**src/flash_self_prog_pkg.sv**
```systemverilog
package flash_self_prog_pkg;
  // Register selects on the special-function register port.
  localparam logic [2:0] SEL_CONTROL = 3'h0;
  localparam logic [2:0] SEL_UNLOCK = 3'h1;
  localparam logic [2:0] SEL_LATCH = 3'h2;
  localparam logic [2:0] SEL_PTR_LOW = 3'h3;
  localparam logic [2:0] SEL_PTR_HIGH = 3'h4;
  localparam logic [2:0] SEL_PTR_UPPER = 3'h5;
  // Field positions in memory_access_control.
  localparam int BIT_MEM_SEL = 7;
  localparam int BIT_CFG_SEL = 6;
  localparam int BIT_FREE = 4;
  localparam int BIT_WR_ERR = 3;
  localparam int BIT_WR_EN = 2;
  localparam int BIT_WR = 1;
  localparam int BIT_RD = 0;
  // Unlock sequence values.
  localparam logic [7:0] UNLOCK_FIRST = 8'h55;
  localparam logic [7:0] UNLOCK_SECOND = 8'hAA;
  // Geometry.
  localparam int PTR_WIDTH = 22;
  localparam int BLOCK_BYTES = 8;
  localparam int ROW_BYTES = 64;
  localparam int BLOCK_LSBS = 3;
  localparam int ROW_LSBS = 6;
  // Reset values.
  localparam logic [21:0] PTR_RESET = 22'h000000;
  localparam logic [7:0] BYTE_RESET = 8'h00;
  // Programming time and its cycle count at the core clock.
  localparam int CLOCK_PERIOD_NS = 100;
  localparam int PROG_TIME_US = 2000;
  localparam int PROG_CYCLES = (PROG_TIME_US * 1000) / CLOCK_PERIOD_NS;
  localparam int TIMER_WIDTH = 15;
  typedef enum logic [1:0] {PTR_KEEP, PTR_POST_INC, PTR_POST_DEC, PTR_PRE_INC} ptr_action_t;
  typedef enum logic [1:0] {SPACE_EEPROM, SPACE_PROGRAM, SPACE_CONFIG} space_t;
  typedef enum logic [1:0] {UNLOCK_IDLE, UNLOCK_HALF, UNLOCK_OPEN} unlock_t;
endpackage : flash_self_prog_pkg

```
**src/holding_register_bank.sv**
```systemverilog
`timescale 1ns/1ps
module holding_register_bank
  import flash_self_prog_pkg::*;
(
  // Clock and reset.
  input wire logic clock,
  input wire logic rst_n,
  // Byte load port.
  input wire logic loadEn,
  input wire logic lock,
  input wire logic [2:0] index,
  input wire logic [7:0] loadData,
  // Block contents, byte 0 in the low bits.
  output logic [8*BLOCK_BYTES-1:0] blockData
);
  genvar g;
  // Each entry takes the latch when its index is selected and not locked.
  generate
    for (g = 0; g < BLOCK_BYTES; g++) begin : g_entry
      logic [7:0] next_entry;
      always_comb begin
        next_entry = blockData[8*g +: 8];
        if (loadEn && !lock && index == 3'(g)) begin
          next_entry = loadData;
        end
      end
      always_ff @(posedge clock or negedge rst_n) begin
        if (!rst_n) begin
          blockData[8*g +: 8] <= BYTE_RESET;
        end else begin
          blockData[8*g +: 8] <= next_entry;
        end
      end
    end
  endgenerate
endmodule : holding_register_bank

```
**src/program_flash_self_programming.sv**
```systemverilog
`timescale 1ns/1ps
module program_flash_self_programming
  import flash_self_prog_pkg::*;
#(
  parameter int PROG_TIME_CYCLES = PROG_CYCLES
) (
  // Clock and resets.
  input wire logic clock,
  input wire logic rst_n,
  input wire logic porRst_n,
  // Special-function register port.
  input wire logic [2:0] sfrSel,
  input wire logic sfrWrite,
  input wire logic [7:0] sfrWrData,
  output logic [7:0] sfrRdData,
  // Table instructions.
  input wire logic tableReadReq,
  input wire logic tableWriteReq,
  input wire ptr_action_t tableMode,
  // Memory array side.
  output logic [PTR_WIDTH-1:0] flashAddr,
  input wire logic [7:0] flashRdData,
  output logic [8*BLOCK_BYTES-1:0] holdingData,
  output logic longWriteStart,
  output logic eraseRow,
  output space_t targetSpace,
  output logic eepromReadStart,
  // Core status.
  output logic fetchStall,
  output logic writeCompleteFlag,
  input wire logic writeCompleteClear
);
  // State kept across warm resets, except busy, which a warm reset clears, and writeError, which a warm reset sets if busy was high.
  logic busy, memSel, cfgSel, writeError;
  // Ordinary control state.
  logic [PTR_WIDTH-1:0] ptr;
  logic [7:0] latch;
  logic free, writeEnable, rdBit, readPending;
  unlock_t unlock;
  logic timerDone;
  // Decoded strobes.
  logic ctrlWr, unlockWr, startReq, readStart, tableOk;
  logic [PTR_WIDTH-1:0] effPtr;
  logic [PTR_WIDTH-1:0] next_ptr;
  logic [7:0] next_latch;
  logic next_free, next_writeEnable, next_rdBit, next_readPending;
  unlock_t next_unlock;
  logic next_busy, next_memSel, next_cfgSel, next_writeError;
  logic [PTR_WIDTH-1:0] next_flashAddr;
  logic next_longWriteStart, next_eraseRow;
  space_t next_targetSpace;
  logic next_eepromReadStart, next_fetchStall, next_writeCompleteFlag;
  logic [7:0] next_sfrRdData;

  // Register port decode and the start conditions.
  always_comb begin
    ctrlWr = sfrWrite && sfrSel == SEL_CONTROL;
    unlockWr = sfrWrite && sfrSel == SEL_UNLOCK;
    startReq = ctrlWr && sfrWrData[BIT_WR] && writeEnable && unlock == UNLOCK_OPEN && !busy;
    readStart = ctrlWr && sfrWrData[BIT_RD] && !memSel && !rdBit && !busy;
    tableOk = !busy;
  end

  // Effective table address for the access itself.
  always_comb begin
    effPtr = ptr;
    if (tableMode == PTR_PRE_INC) begin
      effPtr = {ptr[PTR_WIDTH-1], ptr[PTR_WIDTH-2:0] + 21'h000001};
    end
  end

  // Pointer and latch next values.
  always_comb begin
    next_ptr = ptr;
    next_latch = latch;
    next_readPending = tableReadReq && tableOk;
    if ((tableReadReq || tableWriteReq) && tableOk) begin
      case (tableMode)
        PTR_POST_INC: next_ptr = {ptr[PTR_WIDTH-1], ptr[PTR_WIDTH-2:0] + 21'h000001};
        PTR_POST_DEC: next_ptr = {ptr[PTR_WIDTH-1], ptr[PTR_WIDTH-2:0] - 21'h000001};
        PTR_PRE_INC: next_ptr = effPtr;
        default: next_ptr = ptr;
      endcase
    end
    if (sfrWrite) begin
      if (sfrSel == SEL_PTR_LOW) begin
        next_ptr[7:0] = sfrWrData;
      end else if (sfrSel == SEL_PTR_HIGH) begin
        next_ptr[15:8] = sfrWrData;
      end else if (sfrSel == SEL_PTR_UPPER) begin
        next_ptr[21:16] = sfrWrData[5:0];
      end else if (sfrSel == SEL_LATCH) begin
        next_latch = sfrWrData;
      end
    end
    if (readPending) begin
      next_latch = flashRdData;
    end
  end

  // Control bits that reset with the warm reset.
  always_comb begin
    next_free = free;
    next_writeEnable = writeEnable;
    next_rdBit = 1'b0;
    next_unlock = unlock;
    if (ctrlWr && !busy) begin
      next_free = sfrWrData[BIT_FREE];
      next_writeEnable = sfrWrData[BIT_WR_EN];
    end
    if (timerDone && eraseRow) begin
      next_free = 1'b0;
    end
    if (readStart) begin
      next_rdBit = 1'b1;
    end
    if (unlockWr) begin
      if (sfrWrData == UNLOCK_FIRST) begin
        next_unlock = UNLOCK_HALF;
      end else if (sfrWrData == UNLOCK_SECOND && unlock == UNLOCK_HALF) begin
        next_unlock = UNLOCK_OPEN;
      end else begin
        next_unlock = UNLOCK_IDLE;
      end
    end else if (sfrWrite) begin
      next_unlock = UNLOCK_IDLE;
    end
  end

  // Space selects, busy and the error flag.
  always_comb begin
    next_busy = busy;
    next_memSel = memSel;
    next_cfgSel = cfgSel;
    next_writeError = writeError;
    if (!rst_n) begin
      next_writeError = writeError | busy;
      next_busy = 1'b0;
    end else begin
      if (ctrlWr && !busy) begin
        next_memSel = sfrWrData[BIT_MEM_SEL];
        next_cfgSel = sfrWrData[BIT_CFG_SEL];
        next_writeError = sfrWrData[BIT_WR_ERR];
      end
      if (startReq) begin
        next_busy = 1'b1;
      end else if (timerDone) begin
        next_busy = 1'b0;
      end
    end
  end

  // Array commands and core status.
  always_comb begin
    next_flashAddr = flashAddr;
    next_longWriteStart = startReq;
    next_eraseRow = eraseRow;
    next_targetSpace = targetSpace;
    next_eepromReadStart = readStart;
    if ((tableReadReq || tableWriteReq) && tableOk) begin
      next_flashAddr = effPtr;
    end
    if (startReq) begin
      next_eraseRow = sfrWrData[BIT_FREE];
      if (sfrWrData[BIT_CFG_SEL]) begin
        next_targetSpace = SPACE_CONFIG;
      end else if (sfrWrData[BIT_MEM_SEL]) begin
        next_targetSpace = SPACE_PROGRAM;
      end else begin
        next_targetSpace = SPACE_EEPROM;
      end
      if (sfrWrData[BIT_FREE]) begin
        next_flashAddr = {ptr[PTR_WIDTH-1:ROW_LSBS], 6'h00};
      end else begin
        next_flashAddr = {ptr[PTR_WIDTH-1:BLOCK_LSBS], 3'h0};
      end
    end
    next_fetchStall = startReq || (busy && !timerDone);
    next_writeCompleteFlag = (writeCompleteFlag && !writeCompleteClear) || timerDone;
  end

  // Read-back of the register port, one cycle after the select.
  always_comb begin
    next_sfrRdData = 8'h00;
    if (sfrSel == SEL_CONTROL) begin
      next_sfrRdData = {memSel, cfgSel, 1'b0, free, writeError, writeEnable, busy, rdBit};
    end else if (sfrSel == SEL_LATCH) begin
      next_sfrRdData = latch;
    end else if (sfrSel == SEL_PTR_LOW) begin
      next_sfrRdData = ptr[7:0];
    end else if (sfrSel == SEL_PTR_HIGH) begin
      next_sfrRdData = ptr[15:8];
    end else if (sfrSel == SEL_PTR_UPPER) begin
      next_sfrRdData = {2'h0, ptr[21:16]};
    end
  end

  // Power-on domain: warm resets are seen synchronously here.
  always_ff @(posedge clock or negedge porRst_n) begin
    if (!porRst_n) begin
      busy <= 1'b0;
      memSel <= 1'b0;
      cfgSel <= 1'b0;
      writeError <= 1'b0;
    end else begin
      busy <= next_busy;
      memSel <= next_memSel;
      cfgSel <= next_cfgSel;
      writeError <= next_writeError;
    end
  end

  // Main registers.
  always_ff @(posedge clock or negedge rst_n) begin
    if (!rst_n) begin
      ptr <= PTR_RESET;
      latch <= BYTE_RESET;
      free <= 1'b0;
      writeEnable <= 1'b0;
      rdBit <= 1'b0;
      readPending <= 1'b0;
      unlock <= UNLOCK_IDLE;
      flashAddr <= PTR_RESET;
      longWriteStart <= 1'b0;
      eraseRow <= 1'b0;
      targetSpace <= SPACE_EEPROM;
      eepromReadStart <= 1'b0;
      fetchStall <= 1'b0;
      writeCompleteFlag <= 1'b0;
      sfrRdData <= BYTE_RESET;
    end else begin
      ptr <= next_ptr;
      latch <= next_latch;
      free <= next_free;
      writeEnable <= next_writeEnable;
      rdBit <= next_rdBit;
      readPending <= next_readPending;
      unlock <= next_unlock;
      flashAddr <= next_flashAddr;
      longWriteStart <= next_longWriteStart;
      eraseRow <= next_eraseRow;
      targetSpace <= next_targetSpace;
      eepromReadStart <= next_eepromReadStart;
      fetchStall <= next_fetchStall;
      writeCompleteFlag <= next_writeCompleteFlag;
      sfrRdData <= next_sfrRdData;
    end
  end

  holding_register_bank u_holding (
    .clock(clock),
    .rst_n(rst_n),
    .loadEn(tableWriteReq && tableOk),
    .lock(busy),
    .index(effPtr[2:0]),
    .loadData(latch),
    .blockData(holdingData)
  );

  program_timer #(
    .CYCLES(PROG_TIME_CYCLES)
  ) u_timer (
    .clock(clock),
    .rst_n(rst_n),
    .start(startReq),
    .done(timerDone)
  );

  // Busy-length counter used only by the checks below.
  logic [TIMER_WIDTH:0] busyCount;
  always_ff @(posedge clock or negedge rst_n) begin
    if (!rst_n) begin
      busyCount <= '0;
    end else if (busy) begin
      busyCount <= busyCount + 1'b1;
    end else begin
      busyCount <= '0;
    end
  end
endmodule : program_flash_self_programming

```
**src/program_timer.sv**
```systemverilog
`timescale 1ns/1ps
module program_timer
  import flash_self_prog_pkg::*;
#(
  parameter int CYCLES = PROG_CYCLES
) (
  // Clock and reset.
  input wire logic clock,
  input wire logic rst_n,
  // Control.
  input wire logic start,
  output logic done
);
  logic [TIMER_WIDTH-1:0] count;
  logic [TIMER_WIDTH-1:0] next_count;
  logic next_done;
  // Counts down from the load value; done pulses as the count expires.
  always_comb begin
    next_count = count;
    next_done = 1'b0;
    if (start) begin
      next_count = TIMER_WIDTH'(CYCLES - 1);
    end else if (count != '0) begin
      next_count = count - 1'b1;
      next_done = (count == TIMER_WIDTH'(1));
    end
  end
  always_ff @(posedge clock or negedge rst_n) begin
    if (!rst_n) begin
      count <= '0;
      done <= 1'b0;
    end else begin
      count <= next_count;
      done <= next_done;
    end
  end
endmodule : program_timer

```
**config.mk**
```make
export PLATFORM = sky130hd
export DESIGN_NAME = program_flash_self_programming
export DESIGN_NICKNAME = d
export VERILOG_FILES = /design/src/flash_self_prog_pkg.sv /design/src/holding_register_bank.sv /design/src/program_flash_self_programming.sv /design/src/program_timer.sv
export SDC_FILE = /design/constraint.sdc
export NUM_CORES = 1
export LEC_CHECK = 0
export BUFFER_PORTS_ARGS = -buffer_cell sky130_fd_sc_hd__buf_2
export CORE_MARGIN = 10
export CORE_UTILIZATION = 63
export CTS_BUF_LIST = sky130_fd_sc_hd__clkbuf_8
export DETAILED_ROUTE_END_ITERATION = 10
export GPL_ROUTABILITY_DRIVEN = 0
export PLACE_DENSITY = 0.86
export RECOVER_POWER = 25
export SKIP_CTS_REPAIR_TIMING = 1
export SYNTH_ARGS = -nofsm -noshare
export SYNTH_HDL_FRONTEND = slang
export SYNTH_SLANG_ARGS = --single-unit
```
**constraint.sdc**
```tcl
create_clock -name clock -period 5.4 [get_ports clock]
set_input_delay 0.27 -clock clock [delete_from_list [all_inputs] [get_ports clock]]
set_output_delay 0.27 -clock clock [all_outputs]
set_load 0.02 [all_outputs]
```
Word level (Yosys, flattened, before mapping)
Index checks and enable logic that the tools add are counted.

storage, ports and cells
  output and inout port bits = 101
  bits in registers = 157
  word-level logic and storage cells = 145

cells by class
  bitwise operators = 1
  equality and inequality tests = 25
  reduce and logical (&&, ||, !) cells = 46
  add/sub/neg operators = 3
  muxes and demuxes = 41

operator list
  cell                                                                    count
  8-bit 2-to-1 mux                                                        12
  22-bit 2-to-1 mux                                                       3
  21-bit case mux with 3 select lines                                     1
  21-bit 2-to-1 mux                                                       2
  15-bit 2-to-1 mux                                                       2
  1-bit logical AND                                                       27
  6-bit 2-to-1 mux                                                        4
  21-bit by 1-bit adder with 21-bit output, second input constant         1
  21-bit by 1-bit subtractor with 21-bit output, second input constant    1
  3-bit equality test, second input constant                              6
  15-bit by 1-bit equality test with 1-bit output, second input constant  1
  15-bit nonzero test                                                     1
  15-bit by 1-bit subtractor with 15-bit output, second input constant    1
  14-bit 2-to-1 mux                                                       1
  3-bit by 2-bit equality test with 1-bit output, second input constant   4
  2-bit nonzero test                                                      6
  1-bit 2-to-1 mux                                                        11
  2-bit 2-to-1 mux                                                        5
  8-bit by 7-bit equality test with 1-bit output, second input constant   1
  8-bit equality test, second input constant                              1
  2-bit equality test, second input constant                              3
  3-bit by 1-bit equality test with 1-bit output, second input constant   2
  3-bit zero test                                                         2
  2-bit != test, second input constant                                    3
  other kinds (8)                                                         15

Logic depth before layout (Yosys ltp)
  depth in word-level cells = 8
  depth in mapped cells = 8
  depth with buffers taken out = 7

Cells and area by module
From an unflattened synthesis, not the netlist that was laid out.

unflattened totals
  cell total of the unflattened synthesis = 768
  area total of the unflattened synthesis = 8031.5 µm²

by module, submodules not included
  module                          times used  area an instance (µm²)  cells an instance  seq. area each (µm²)
  program_flash_self_programming  1           4657.0                  535                1901.8
  holding_register_bank           1           2466.1                  142                1601.5
  program_timer                   1           908.4                   91                 400.4

Least setup slack after synthesis
No wires, ideal clock.

  path type = flip-flop to flip-flop
  from = register ptr[1]
  to = register u_holding.blockData[10]
  data arrival time = 2017 ps
  clock period less this slack = 2142 ps
  cell stages (with the launch flop) = 8
  path buffers = 2
  slack = 3258 ps
  cell sequence = dfrtp_1 > clkbuf_1 > inv_1 > ha_1 > mux2i_4 > or3b_1 > buf_2 > mux2_2

between the ends
  longest elaborated chain between the ends = 4

RTL lines
  item                                                RTL line                               RTL
  from (decl)                                         program_flash_self_programming.sv:36   logic [PTR_WIDTH-1:0] ptr;
  from (signal assigned)                              program_flash_self_programming.sv:232  ptr <= next_ptr;
  21-bit by 1-bit adder with 21-bit output            program_flash_self_programming.sv:68   effPtr = {ptr[PTR_WIDTH-1], ptr[PTR_WIDTH-2:0] + 21'h000001};
  21-bit 2-to-1 mux (*)                               program_flash_self_programming.sv:67   if (tableMode == PTR_PRE_INC) begin
  3-bit by 1-bit equality test with 1-bit output (*)  holding_register_bank.sv:23            if (loadEn && !lock && index == 3'(g)) begin
  1-bit logical AND (*)                               holding_register_bank.sv:23
  to (signal, indexed assignment)                     holding_register_bank.sv:31            blockData[8*g +: 8] <= next_entry;
  to (decl)                                           holding_register_bank.sv:14            output logic [8*BLOCK_BYTES-1:0] blockData

Mark *: on every way between the ends. The rest lies on a longest branch, timed or not.
A chain may end at the register's enable or synchronous reset.

Worst setup path in the final report
  from = input port sfrSel[0]
  to = register flashAddr[21]

between the ends
  longest elaborated chain between the ends = 7

RTL lines
  item                                                            RTL line                               RTL
  from (decl)                                                     program_flash_self_programming.sv:12   input wire logic [2:0] sfrSel,
  3-bit zero test (*)                                             program_flash_self_programming.sv:57   ctrlWr = sfrWrite && sfrSel == SEL_CONTROL;
  1-bit logical AND (*)                                           program_flash_self_programming.sv:57
  1-bit logical AND (*) (4 in series)                             program_flash_self_programming.sv:59   startReq = ctrlWr && sfrWrData[BIT_WR] && writeEnable && unlock == UNLOCK_OPEN && !busy;
  22-bit 2-to-1 mux / 2-bit nonzero test (equally long branches)  -
  to (signal assigned)                                            program_flash_self_programming.sv:239  flashAddr <= next_flashAddr;
  to (decl)                                                       program_flash_self_programming.sv:21   output logic [PTR_WIDTH-1:0] flashAddr,

Marks and branches as above.

==> results.ini <==
[sta]
setup_violations=0
period_share_pct=52.3
skew_ns=0.0171
worst_slack_ns=2.57
slew_viol_final=0
finalHoldViolCount=0
finalSetupTns_ns=0
slew_headroom_pct=28.1
worst_slew_pin_slew_ns=1.08
fin_crit_ns=2.83
timing.hold.ws_ns=0.0222
rsz0062_at_grt=false
fmax_ghz=0.354

[route]
dr_total_vias=6781
routed_wl_um=22200
drt-pass1-iter-count=6
wire_per_inst_um=21.0
drt.antenna.violating_nets=0
drc=0
via_per_inst=6.42
drtIter0Drc=728

[critical_path]
critPathKind=in2reg
cp.required_ns=5.74
setup.worst_path.end_class=flip-flop
crit_start=sfrSel[0]
rr_startpoint=ptr[1]
cp-start-kind=input pin
arrival_ns=3.17
path_max_fanout=35

[die]
die_w_um=133
fp.coreArea_mm2=0.0126
rows=41
ios=129
die_h_um=133
die_area_mm2=0.0177
initial_utilization_pct=64.1

[clocking]
clock_latency_ns=0.47
cts_root_buffer=clkbuf_8
clock-sinks=156
cts_buffers=17
cts_tree=done
cts_buffer_depth=2
htree_levels=4
path_clk_slew_ns=0.08

[yosys]
ys_types=72
yosysWarnings=0
syn_inst=778
ys_ff_latch=156
syn_area_per_cell_um2=10.4
seq_area_frac_synth_pct=48.4
syn_area_mm2=0.00806
synthFlopType=dfrtp_1
synthesis.nets=811
synth_edf_count=0
async_reset_ff_share_pct=100

[hold_path]
min_from=flashRdData[3]
hold_path_class=in2reg

[power_and_ir_drop]
p_per_area_mw_per_mm2=468
p_comb_share_pct=35.2
power_switching_uw=1720
power.share.clock_pct=20.4
power.internal_uw=2530
p_total_uw=4250
power_leakage_uw=0.00400
ir_drop_mv=0.402
power_frac_seq_pct=44.4
swShare_pct=40.4

[cells_and_area]
fillerInstances=865
area_delta_synth_final_pct=12.5
drive_gt1_share_pct=29.4
final_nets=904
diodes=0

[global_route]
grt_pass1_wl_um=35600
antenna_found_initial=0
grt_overflow_total=0
grt_use_total_pct=24.8
grt_max_degree=95
grt_pass1_vias=6927

[place]
dp_slack_ns=2.56
io_buffers=128
hpwl_um=15700

[flow_run]
maxCapViolations=0

[status]
status=finished, final reports clean

[cells in the final DEF, fill, tap and decap left out, drive strengths merged, types with 5 or more instances in the layout]
cell type,Yosys,layout
a31oi,12,12
xnor2,21,21
o31ai,6,6
inv,18,25
nor2b,10,10
clkbuf,33,23
nand2b,9,9
ha,5,5
and4,6,6
o21ai,48,48
a21oi,38,38
and3,9,9
nor4,7,7
dfrtp,156,156
mux2i,21,21
or3,5,5
o22ai,5,5
nand2,73,73
xor2,12,12
or4,9,9
a211oi,7,7
nand3,26,26
nor2,51,51
nor3,21,21
nand4,18,18
buf,26,127
mux2,73,73
[registers in the layout (all words and copies together) (netlist names), 2 cells and up]
register             flops
sfrRdData                8
targetSpace              2
latch                    8
flashAddr               22
ptr                     22
unlock                   2
u_timer.count           15
u_holding.blockData     64
[critical path: stages]
cell,delay (ns)
clkbuf_1,0.78
or4b_1,0.31
or3_1,0.55
clkinv_8,0.18
nor2_4,0.69
mux2_4,0.35
[final cells by class]
class	instances	area (um2)	share of cell area [%]
clock inverter	13	130	1.44
timing repair buffer	133	684	7.55
multi-input combinational	544	3790	41.8
clock buffer	19	262	2.88
inverter	19	83.8	0.925
tap	172	215	2.37
sequential	156	3900	43.1
[worst paths after layout]
path / end / slack (ns) / cells after the start
worst min register to register: flashAddr[18] / 0.48 / 2
max in group asynchronous: flashAddr[16] / 3.69 / 3
worst min-delay path: latch[3] / 0.02 / 3
worst max-delay path: flashAddr[21] / 2.57 / 6
min in group asynchronous: busy / 0.19 / 2
worst max register to register: u_holding.blockData[39] / 2.60 / 6
[cell families after synthesis]
family | count (synthesis) | synth area share [%]
AOI/OAI and AO/OA | 147 | 11.8
xor gates and xnor gates | 33 | 3.59
adders and majority gates | 5 | 0.776
buffers and inverters | 78 | 4.56
DFF | 156 | 48.4
muxes | 94 | 13.1
and+or+nand+nor | 265 | 17.8
[synthesized netlist by cell type, types with 12 or more instances]
| cell | number | share of area (%) |
|---|---|---|
| nor3_1 | 16 | 0.99 |
| o21ai_0 | 32 | 2.0 |
| mux2i_1 | 20 | 2.5 |
| nand3_1 | 26 | 1.6 |
| nand2_1 | 73 | 3.4 |
| inv_1 | 18 | 0.84 |
| nor2_1 | 48 | 2.2 |
| buf_2 | 14 | 0.87 |
| clkbuf_1 | 33 | 1.5 |
| a21oi_1 | 37 | 2.3 |
| xor2_1 | 12 | 1.3 |
| nand4_1 | 18 | 1.4 |
| a31oi_1 | 12 | 0.93 |
| xnor2_1 | 21 | 2.3 |
| dfrtp_1 | 156 | 48 |
| mux2_2 | 71 | 9.9 |
[power groups by stage]
stage / logic [uW] / clock network [uW] / registers (uW)
after floorplan: 748 / 0 / 2080
after global placement: 1450 / 0 / 1860
after detailed placement: 1500 / 0 / 1890
after CTS: 1510 / 875 / 1870
after global routing: 1610 / 924 / 1920
final: 1500 / 866 / 1890
[stage by stage]
step	cells	cell area (um2)	utilization (%)
floorplan	778	8060	-
CTS	1054	9050	72.0
global placement	1022	8660	68.9
detailed placement	1022	8660	68.9
global route	1056	9070	72.1
finish	1056	9070	72.1
[per-layer routing]
metal	wire [um]	track usage (%)	up-vias
li1	-	-	2975
met1	8240	29.6	3269
met2	11000	41.8	434
met3	2250	6.50	103
met4	669	10.3	0
met5	0	0	-
Power figures use the tool's default switching activity.
